File: src/core/dsc_pkg.sv
// Purpose: shared constants and types of the receive config block
// Assumes: 8-bit registers on a plain strobe port
// Notes: reset values load the documented defaults
package dsc_pkg;
    // register offsets
    localparam logic [7:0] DEMOD_OFS = 8'h19;
    localparam logic [7:0] SYNC_OFS = 8'h1a;
    localparam logic [7:0] STAT_OFS = 8'h3f;
    // reset values
    localparam logic [7:0] DEMOD_RST = 8'h4d;
    localparam logic [7:0] SYNC_RST = 8'h00;
    // demodulator field positions
    localparam int IQ_SEL_HI = 7;
    localparam int IQ_SEL_LO = 6;
    localparam int IQ_LOCK_BIT = 5;
    localparam int DIV_EVEN_BIT = 4;
    localparam int TAU_HI = 3;
    localparam int TAU_LO = 2;
    // sync config field positions
    localparam int SYNC_LEN_HI = 7;
    localparam int SYNC_LEN_LO = 6;
    localparam int MIN_LEN_HI = 5;
    localparam int MIN_LEN_LO = 0;
    // status field positions
    localparam int ST_FROZEN_Q = 0;
    localparam int ST_DROPPED = 1;
    // channel combine codes and the frozen time constant code
    localparam logic [1:0] IQ_STRONGER = 2'b00;
    localparam logic [1:0] IQ_FREEZE = 2'b01;
    localparam logic [1:0] IQ_COMBINE = 2'b10;
    localparam logic [1:0] TAU_FROZEN = 2'b00;
    // sync preamble bytes, min length scale and reference rate in kHz
    localparam logic [7:0] SYNC_B0 = 8'hb2;
    localparam logic [7:0] SYNC_B1 = 8'h4d;
    localparam logic [7:0] SYNC_PAD = 8'h00;
    localparam int MIN_LEN_SCALE = 4;
    localparam int REF_KHZ = 13560;

    // channel choice handed to the demodulator
    typedef struct packed {
        logic combine;
        logic use_q;
    } dsc_chan_t;

    // received byte stream from the frame decoder
    typedef struct packed {
        logic valid;
        logic last;
        logic [7:0] data;
    } dsc_rx_t;
endpackage : dsc_pkg

File: src/core/dsc_core.sv
// Purpose: demodulator, timer divider and sync/length configuration
// Assumes: ref_en pulses at the 13.56 MHz reference rate
// Notes: packet verdicts are pulses, data are not buffered
`timescale 1ns/1ps
module dsc_core #(
    parameter int STR_W = 8,
    parameter int DIV_W = 12
) (
    // clock and reset
    input wire logic ref_clk,
    input wire logic rst_n,
    // register port
    input wire logic [7:0] reg_addr,
    input wire logic [7:0] reg_wdata,
    input wire logic reg_wr,
    input wire logic reg_rd,
    output logic [7:0] reg_rdata,
    // mode inputs
    input wire logic sync_detect_enable,
    input wire logic rate_106k,
    input wire logic secure_core_link,
    // demodulator side
    input wire logic [STR_W-1:0] i_strength,
    input wire logic [STR_W-1:0] q_strength,
    input wire logic rx_active,
    output dsc_pkg::dsc_chan_t chan_sel,
    output logic [1:0] secure_link_cfg,
    output logic pll_freeze,
    output logic [1:0] pll_rx_time_const,
    // timer prescaler
    input wire logic ref_en,
    input wire logic [DIV_W-1:0] timer_divider_value,
    output logic timer_tick,
    // sync preamble
    input wire logic [2:0] sync_byte_idx,
    output logic [2:0] sync_byte_count,
    output logic [7:0] sync_byte,
    // frame decoder
    input wire dsc_pkg::dsc_rx_t rx_in,
    output logic packet_accept,
    output logic packet_drop
);
    localparam int PER_W = DIV_W + 2;
    localparam logic [8:0] CNT_MAX = 9'h1ff;

    logic [7:0] demod_reg;
    logic [7:0] sync_reg;
    logic [1:0] iq_combine_sel;
    logic iq_channel_lock;
    logic lock_eff;
    logic timer_divider_even;
    logic [1:0] sync_preamble_len;
    logic [5:0] min_packet_len;
    logic rx_active_reg;
    logic frozen_q_reg;
    logic dropped_reg;
    logic q_stronger;
    logic [PER_W-1:0] period;
    logic [PER_W-1:0] div_cnt_reg;
    logic [8:0] byte_cnt_reg;
    logic [8:0] byte_cnt_next;
    logic [8:0] min_bytes;
    logic check_on;

    ////////////////////////////////////////////////////////////////
    // field extraction
    assign iq_combine_sel = demod_reg[dsc_pkg::IQ_SEL_HI:dsc_pkg::IQ_SEL_LO];
    assign iq_channel_lock = demod_reg[dsc_pkg::IQ_LOCK_BIT];
    assign timer_divider_even = demod_reg[dsc_pkg::DIV_EVEN_BIT];
    assign pll_rx_time_const = demod_reg[dsc_pkg::TAU_HI:dsc_pkg::TAU_LO];
    assign sync_preamble_len =
        sync_reg[dsc_pkg::SYNC_LEN_HI:dsc_pkg::SYNC_LEN_LO];
    assign min_packet_len =
        sync_reg[dsc_pkg::MIN_LEN_HI:dsc_pkg::MIN_LEN_LO];

    ////////////////////////////////////////////////////////////////
    // register writes
    always_ff @(posedge ref_clk) begin
        if (!rst_n) begin
            demod_reg <= dsc_pkg::DEMOD_RST;
            sync_reg <= dsc_pkg::SYNC_RST;
        end else if (reg_wr) begin
            if (reg_addr == dsc_pkg::DEMOD_OFS) begin
                demod_reg <= reg_wdata;
            end
            if (reg_addr == dsc_pkg::SYNC_OFS) begin
                sync_reg <= reg_wdata;
            end
        end
    end

    // read data, one cycle after the strobe, zero elsewhere
    always_ff @(posedge ref_clk) begin
        if (!rst_n) begin
            reg_rdata <= 8'h00;
        end else if (reg_rd) begin
            unique case (reg_addr)
                dsc_pkg::DEMOD_OFS: reg_rdata <= demod_reg;
                dsc_pkg::SYNC_OFS: reg_rdata <= sync_reg;
                dsc_pkg::STAT_OFS: begin
                    reg_rdata <= 8'h00;
                    reg_rdata[dsc_pkg::ST_FROZEN_Q] <= frozen_q_reg;
                    reg_rdata[dsc_pkg::ST_DROPPED] <= dropped_reg;
                end
                default: reg_rdata <= 8'h00;
            endcase
        end else begin
            reg_rdata <= 8'h00;
        end
    end

    ////////////////////////////////////////////////////////////////
    // channel selection
    assign lock_eff = iq_channel_lock | secure_core_link;
    assign q_stronger = q_strength > i_strength;
    assign secure_link_cfg = secure_core_link ? iq_combine_sel : 2'b00;

    // freeze the stronger channel at the start of a communication
    always_ff @(posedge ref_clk) begin
        if (!rst_n) begin
            rx_active_reg <= 1'b0;
            frozen_q_reg <= 1'b0;
        end else begin
            rx_active_reg <= rx_active;
            if (rx_active && !rx_active_reg) begin
                frozen_q_reg <= q_stronger;
            end
        end
    end

    // registered choice handed to the demodulator
    always_ff @(posedge ref_clk) begin
        if (!rst_n) begin
            chan_sel <= '0;
        end else if (secure_core_link) begin
            chan_sel <= '0;
        end else if (lock_eff) begin
            chan_sel.combine <= 1'b0;
            chan_sel.use_q <= iq_combine_sel[0];
        end else begin
            unique case (iq_combine_sel)
                dsc_pkg::IQ_STRONGER: begin
                    chan_sel.combine <= 1'b0;
                    chan_sel.use_q <= q_stronger;
                end
                dsc_pkg::IQ_FREEZE: begin
                    chan_sel.combine <= 1'b0;
                    chan_sel.use_q <= (rx_active && rx_active_reg) ?
                        frozen_q_reg : q_stronger;
                end
                dsc_pkg::IQ_COMBINE: begin
                    chan_sel.combine <= 1'b1;
                    chan_sel.use_q <= 1'b0;
                end
                default: begin
                    chan_sel <= '0; // reserved code, hold on I
                end
            endcase
        end
    end

    // pll hold while receiving with the frozen time constant code
    assign pll_freeze = rx_active &&
        (pll_rx_time_const == dsc_pkg::TAU_FROZEN);

    ////////////////////////////////////////////////////////////////
    // timer prescaler: ratio 2N+1 or 2N+2 reference pulses
    assign period = {1'b0, timer_divider_value, 1'b0}
        + PER_W'(1) + PER_W'(timer_divider_even);

    always_ff @(posedge ref_clk) begin
        if (!rst_n) begin
            div_cnt_reg <= '0;
            timer_tick <= 1'b0;
        end else begin
            timer_tick <= 1'b0;
            if (ref_en) begin
                if (div_cnt_reg >= period - PER_W'(1)) begin
                    div_cnt_reg <= '0;
                    timer_tick <= 1'b1;
                end else begin
                    div_cnt_reg <= div_cnt_reg + PER_W'(1);
                end
            end
        end
    end

    ////////////////////////////////////////////////////////////////
    // sync preamble: leading zero bytes then the two sync bytes
    always_ff @(posedge ref_clk) begin
        if (!rst_n) begin
            sync_byte_count <= 3'h0;
            sync_byte <= 8'h00;
        end else begin
            sync_byte_count <= {1'b0, sync_preamble_len} + 3'h2;
            if (sync_byte_idx < {1'b0, sync_preamble_len}) begin
                sync_byte <= dsc_pkg::SYNC_PAD;
            end else if (sync_byte_idx == {1'b0, sync_preamble_len}) begin
                sync_byte <= dsc_pkg::SYNC_B0;
            end else begin
                sync_byte <= dsc_pkg::SYNC_B1;
            end
        end
    end

    ////////////////////////////////////////////////////////////////
    // packet length filter
    assign min_bytes = 9'(min_packet_len) * 9'(dsc_pkg::MIN_LEN_SCALE);
    assign check_on = !(rate_106k && !sync_detect_enable);
    assign byte_cnt_next = (byte_cnt_reg == CNT_MAX) ?
        byte_cnt_reg : byte_cnt_reg + 9'h001;

    always_ff @(posedge ref_clk) begin
        if (!rst_n) begin
            byte_cnt_reg <= '0;
            packet_accept <= 1'b0;
            packet_drop <= 1'b0;
        end else begin
            packet_accept <= 1'b0;
            packet_drop <= 1'b0;
            if (rx_in.valid) begin
                if (rx_in.last) begin
                    byte_cnt_reg <= '0;
                    if (!check_on || byte_cnt_next >= min_bytes) begin
                        packet_accept <= 1'b1;
                    end else begin
                        packet_drop <= 1'b1;
                    end
                end else begin
                    byte_cnt_reg <= byte_cnt_next;
                end
            end
        end
    end

    // sticky record of a dropped packet, cleared by status read
    always_ff @(posedge ref_clk) begin
        if (!rst_n) begin
            dropped_reg <= 1'b0;
        end else if (packet_drop) begin
            dropped_reg <= 1'b1;
        end else if (reg_rd && reg_addr == dsc_pkg::STAT_OFS) begin
            dropped_reg <= 1'b0;
        end
    end

    ////////////////////////////////////////////////////////////////
    // checks
    logic [PER_W-1:0] en_seen;
    always_ff @(posedge ref_clk) begin
        if (!rst_n) begin
            en_seen <= '0;
        end else if (timer_tick) begin
            en_seen <= PER_W'(ref_en); // pulse taken with the tick opens a period
        end else if (ref_en) begin
            en_seen <= en_seen + PER_W'(1);
        end
    end
endmodule : dsc_core

File: config.mk
export PLATFORM = sky130hd
export DESIGN_NAME = dsc_core
export DESIGN_NICKNAME = d
export VERILOG_FILES = /design/src/core/dsc_pkg.sv /design/src/core/dsc_core.sv
export SDC_FILE = /design/constraint.sdc
export NUM_CORES = 1
export LEC_CHECK = 0
export BUFFER_PORTS_ARGS = -buffer_cell sky130_fd_sc_hd__buf_2
export CAP_MARGIN = 20
export CORE_ASPECT_RATIO = 0.6
export CORE_MARGIN = 1.5
export CORE_UTILIZATION = 24
export CTS_CLUSTER_DIAMETER = 120
export CTS_CLUSTER_SIZE = 8
export DETAILED_ROUTE_END_ITERATION = 16
export GPL_TIMING_DRIVEN = 0
export RECOVER_POWER = 50
export SYNTH_ARGS = -nofsm -noshare
export SYNTH_HDL_FRONTEND = slang
export SYNTH_SLANG_ARGS = --single-unit
export TNS_END_PERCENT = 50
File: constraint.sdc
create_clock -name ref_clk -period 3.1 [get_ports ref_clk]
set_input_delay 0.31 -clock ref_clk [delete_from_list [all_inputs] [get_ports ref_clk]]
set_output_delay 0.31 -clock ref_clk [all_outputs]
set_load 0.1 [all_outputs]
======== Yosys cells after proc, flatten, opt, wreduce, memory -nomap -nowiden ========
Index checks and enable logic that the tools add are counted.
W data, S select, Z words.
word-level totals
  flip-flop bits (word level) ............. 66
  bits of input ports ..................... 66
  output and inout port bits .............. 29
  word-level logic and storage cells ...... 67
operators by class
  add/sub/neg operators ................... 6
  order comparisons ....................... 4
  equal/unequal tests ..................... 7
  muxes and demuxes ....................... 14
  bitwise logic cells ..................... 2
  reduce and logical (&&, ||, !) cells .... 19
operators by type and width
  operator                 number
  $pmux W8 S3              1
  $mux W9                  2
  $eq A8 B5 Y1 const B     2
  $add A13 B1 Y14 const B  1
  $add A14 B1 Y14          1
  $add A14 B1 Y14 const B  1
  $ge A14 B14 Y1           1
  $mux W14                 1
  $sub A14 B1 Y14 const B  1
  $add A9 B1 Y9 const B    1
  $eq A9 B9 Y1 const B     1
  $ge A9 B8 Y1             1
  $eq A8 B6 Y1 const B     1
  $gt A8 B8 Y1             1
  $mux W8                  1
  $reduce_and A2 Y1        4
  $mux W1                  7
  $pmux W2 S3              1
  $logic_and A1 B1 Y1      5
  $logic_not A2 Y1         2
  $reduce_or A2 Y1         2
  $add A2 B2 Y3 const B    1
  $eq A3 B2 Y1             1
  $lt A3 B2 Y1             1
  other kinds (10)         11

======== Longest topological paths before layout ========
  depth in word-level cells ............... 5
  mapped depth ............................ 11
  mapped depth without buffers ............ 11

======== Worst setup path before layout ========
OpenSTA, ideal clock, no wires.
  path type ............................... reg-to-output
  start ................................... reg demod_reg[2]
  end ..................................... out pll_freeze
  data arrival time ....................... 2,530 ps
  data required time ...................... 2,790 ps
  path slack .............................. 260 ps
  stages on the path, launching flop included .. 2
  cells stage by stage .................... dfxtp_1 > nor3b_1
between the ends
  longest elaborated chain between the ends .. 2
RTL lines
  item                      RTL line         source
  start: declaration        dsc_core.sv:46   logic [7:0] demod_reg;
  start signal: assignment  dsc_core.sv:80   demod_reg <= dsc_pkg::DEMOD_RST;
  start signal: assignment  dsc_core.sv:84   demod_reg <= reg_wdata;
  $logic_not A2 Y1          dsc_core.sv:164  (pll_rx_time_const == dsc_pkg::TAU_FROZEN);
  $logic_and A1 B1 Y1       dsc_core.sv:163  assign pll_freeze = rx_active &&
  end: declaration          dsc_core.sv:28   output logic pll_freeze,
No other way between the ends.

======== Worst setup path in the final report ========
  start ................................... reg byte_cnt_reg[0]
  end ..................................... reg packet_accept
between the ends
  longest elaborated chain between the ends .. 5
  elaborated cells on any way between the ends .. 6
  those cells by class .................... 1 x add/sub; 1 x order compare; 1 x eq/ne; 2 x mux; 1 x reduce/logical
RTL lines
  item                                                  RTL line                          source
  start: declaration                                    dsc_core.sv:60                    logic [8:0] byte_cnt_reg;
  start signal: assignment                              dsc_core.sv:230                   byte_cnt_reg <= byte_cnt_next;
  $add A9 B1 Y9 / $eq A9 B9 Y1 (equally long branches)  dsc_core.sv:211, dsc_core.sv:210
  $mux W9 (*)                                           dsc_core.sv:210                   assign byte_cnt_next = (byte_cnt_reg == CNT_MAX) ?
  $ge A9 B8 Y1 (*)                                      dsc_core.sv:224                   if (!check_on || byte_cnt_next >= min_bytes) begin
  $logic_or A1 B1 Y1 (*)                                dsc_core.sv:224
  $mux W1 (*)                                           dsc_core.sv:224
  end signal: assignment                                dsc_core.sv:216                   packet_accept <= 1'b0;
  end signal: assignment                                dsc_core.sv:219                   packet_accept <= 1'b0;
  end signal: assignment                                dsc_core.sv:225                   packet_accept <= 1'b1;
  end: declaration                                      dsc_core.sv:40                    output logic packet_accept,
Mark *: on every way between the ends. The rest lies on a longest branch, timed or not.
A chain may end at the register's enable or synchronous reset.

==> qor.txt <==
Outcome -> completed
Top post-synthesis cells by area -> dfxtp_1, ha_1, nand2_1, nand3_1, inv_1
RD Place Congestion -> 0.845
Clock latency on the worst-skew pair -> 0.33 ns
Critical path type -> register to register
Gate power share -> 10.5%
Core ar. -> 13900 um^2
Layout cells sized above 1 -> 17.4%
Flop pwr share -> 38.1%
Row cnt -> 33
Via/cell ratio -> 4.57
Setup TNS -> 0 ns
DR WL/cell -> 13.3 um
DRC -> 0
Post-synth cell types -> 51
CP Max Fanout -> 6
H-tree depth -> 3
# setup viols final -> 0
Worst-path clk slew -> 0.05 ns
Clk buf depth -> 2
Starting Density -> 24.9%
Vias -> 3239
CTS tree -> done
Dpl cell area -> 4120 um^2
DRT Pass-1 Iters -> 4
CP Data Required Time -> 3.31 ns
Worst VDD drop -> 0.000316 V
Worst stage delay on the critical path -> 0.35 ns
Critical Path Sink Type -> register
Post-CTS setup buffers -> 0
Power Dens Cells -> 472 nW/um^2
Number of hold buffers added after cts -> 0
Net switching power -> 495 uW
Yosys top cell area share -> 34.7%
Nets -> 608
Min Tclk post-route -> 2.77 ns
Number of synthesized flops with an enable pin -> 0
Fin area -> 4400 um^2
Register bit total from synthesis -> 60
CTS sink count -> 60
Ys flop type -> dfxtp_1
Endpoints failing hold -> 0
Delay-heaviest family, CP -> compound AO/OA/AOI/OAI gates
Fmax -> 361 MHz
Startpoint types -> register
Static Leak -> 0.00180 uW
Die Y -> 96.0 um
Die W -> 158 um
Grt ovf -> 0
Post-DP HPWL -> 7.28 mm
Mapped Area -> 3460 um^2
Final wirelength -> 9.41 mm
Initial antenna violation count -> 1
IO Port Bufs -> 83
Worst-Margin Slew -> 1.18 ns
Clk root buf -> clkbuf_16
Unrepaired setup endpoints after global routing -> false
Detail Route Antenna Nets -> 0
Syn Nets -> 514
Number of global-route vias before repair -> 2931
CP cell instances -> ha_1 > and2_1 > a41oi_2 > nand3_1 > xnor2_1 > ha_1 > a21o_1 > a221o_1 > a21o_1 > nor2b_1
Rel. slew slack -> 21.7%
Buf/Inv on CP -> 0
GRT Overall Usage -> 12.5%
Switching share of power -> 23.9%
Final Cycle Share -> 89.3%
Clk pwr share -> 51.5%
Area Overhead vs Synth -> 27.1%
Post-synth ARST share -> 0%
CTS resizes -> 0
Internal -> 1580 uW
Largest net degree at the start of global routing -> 11
Max-Cap Viols -> 0
I/O Pins -> 95
Synth Instances -> 417
Mean Syn Cell Area -> 8.30 um^2
CTS buffer count -> 9
Post-synthesis sequential area ratio -> 34.7%
Ys Warns -> 0
CP arrival -> 2.98 ns
Type of the worst min-delay path -> input port to register
Synth area leader -> dfxtp_1
CP max stage cell -> dfxtp_1
Die ar. -> 15200 um^2
Max Transition Viols Final -> 0
First-pass GRT wire length -> 14.5 mm
Number of flip-flops in the largest register -> 14
Initial DRC Count -> 143
Clock skew -> 0.00628 ns
-- cells in the final DEF, fill, tap and decap left out, types with 4 or more instances in the layout --
master	synthesis	final
inv_1	34	34
or3_1	4	4
and2_1	9	6
ha_1	31	31
clkbuf_16	0	9
nand2b_1	8	8
a21o_1	4	4
dfxtp_1	60	60
nor2_2	6	6
xnor2_1	6	6
nor2_1	13	13
clkbuf_1	9	41
o21ai_0	15	15
xor2_1	7	7
buf_2	3	57
a21boi_1	4	4
nand3_1	26	26
buf_4	9	8
nand2_1	53	53
nor3b_1	12	12
nand4_1	12	12
a21oi_1	14	14
a21boi_0	15	15
and3_1	6	6
a22oi_1	10	10
nor2b_1	9	9
-- power groups by stage --
stage | sequential (uW) | clock, uW | combinational, uW
after floorplan | 827 | 0 | 121
after global placement | 805 | 0 | 215
after detailed placement | 806 | 0 | 220
after CTS | 789 | 1090 | 221
after global routing | 790 | 1130 | 237
final | 790 | 1070 | 217
-- per-stage QoR --
step	setup slack [ns]	power, uW	instances	hold WS (ns)	util (%)
floorplan	0.260	948	417	0.434	-
global placement	0.361	1020	692	0.457	29.7
detailed placement	0.363	1030	692	0.482	29.7
CTS	0.341	2100	708	0.220	32.0
global route	0.136	2160	708	0.223	31.7
finish	0.333	2070	709	0.220	31.7
-- per-layer routing --
layer  vias to the layer above  wire length [um]  GRT usage [%]
li1                       1648                 -              -
met1                      1493              4880           16.8
met2                        94              3880           19.4
met3                         4               621           4.01
met4                         0                27           3.04
met5                         -                 0              0
-- final timing paths --
kind              cells past startpoint  slack (ns)              from       endpoint
setup / recovery                     10        0.33   byte_cnt_reg[0]  packet_accept
hold / removal                        2        0.22  sync_byte_idx[2]   sync_byte[6]
setup reg to reg                     10        0.33   byte_cnt_reg[0]  packet_accept
hold reg to reg                       2        0.49      demod_reg[0]   demod_reg[0]
-- cells by family after synthesis --
logic type               Yosys count  share of synthesized area [%]
adder cells (fa/ha/maj)           31                           11.2
XOR/XNOR                          13                           3.29
buffers and inverters             57                           7.48
flip-flops                        60                           34.7
AO/OA/AOI/OAI                     80                           15.7
multiplexers                       2                          0.651
AND/OR/NAND/NOR                  174                           27.0
-- synthesized netlist by cell type (2+ instances only) --
cell type / n
nor4b_1: 2
nor2b_1: 9
a21boi_0: 15
and4_1: 3
nand2b_1: 8
and3_1: 6
a22oi_1: 10
a21o_1: 4
o211ai_1: 3
nand4_1: 12
a211oi_1: 3
or3_1: 4
mux2_2: 2
ha_1: 31
a21oi_1: 14
buf_2: 3
inv_1: 34
nor2_1: 13
nand3_1: 26
a21boi_1: 4
nor2_2: 6
dfxtp_1: 60
nor3b_1: 12
o21ai_0: 15
buf_4: 9
nor3_1: 3
xnor2_1: 6
nand2_1: 53
clkbuf_1: 9
a31oi_1: 2
nand4b_1: 2
xor2_1: 7
and2_1: 9
-- area by class of cell --
type / count / area (um^2)
Antenna cell: 1 / 2.50
Fill cell: 1510 / 9480
Timing Repair Buffer: 83 / 380
Clock buffer: 12 / 246
Sequential cell: 60 / 1200
Multi-Input combinational cell: 300 / 2000
Inverter: 34 / 128
Tap cell: 192 / 240
Clock inverter: 4 / 72.6
Buffer: 23 / 126
No activity file was read; power rests on OpenSTA's default activity.
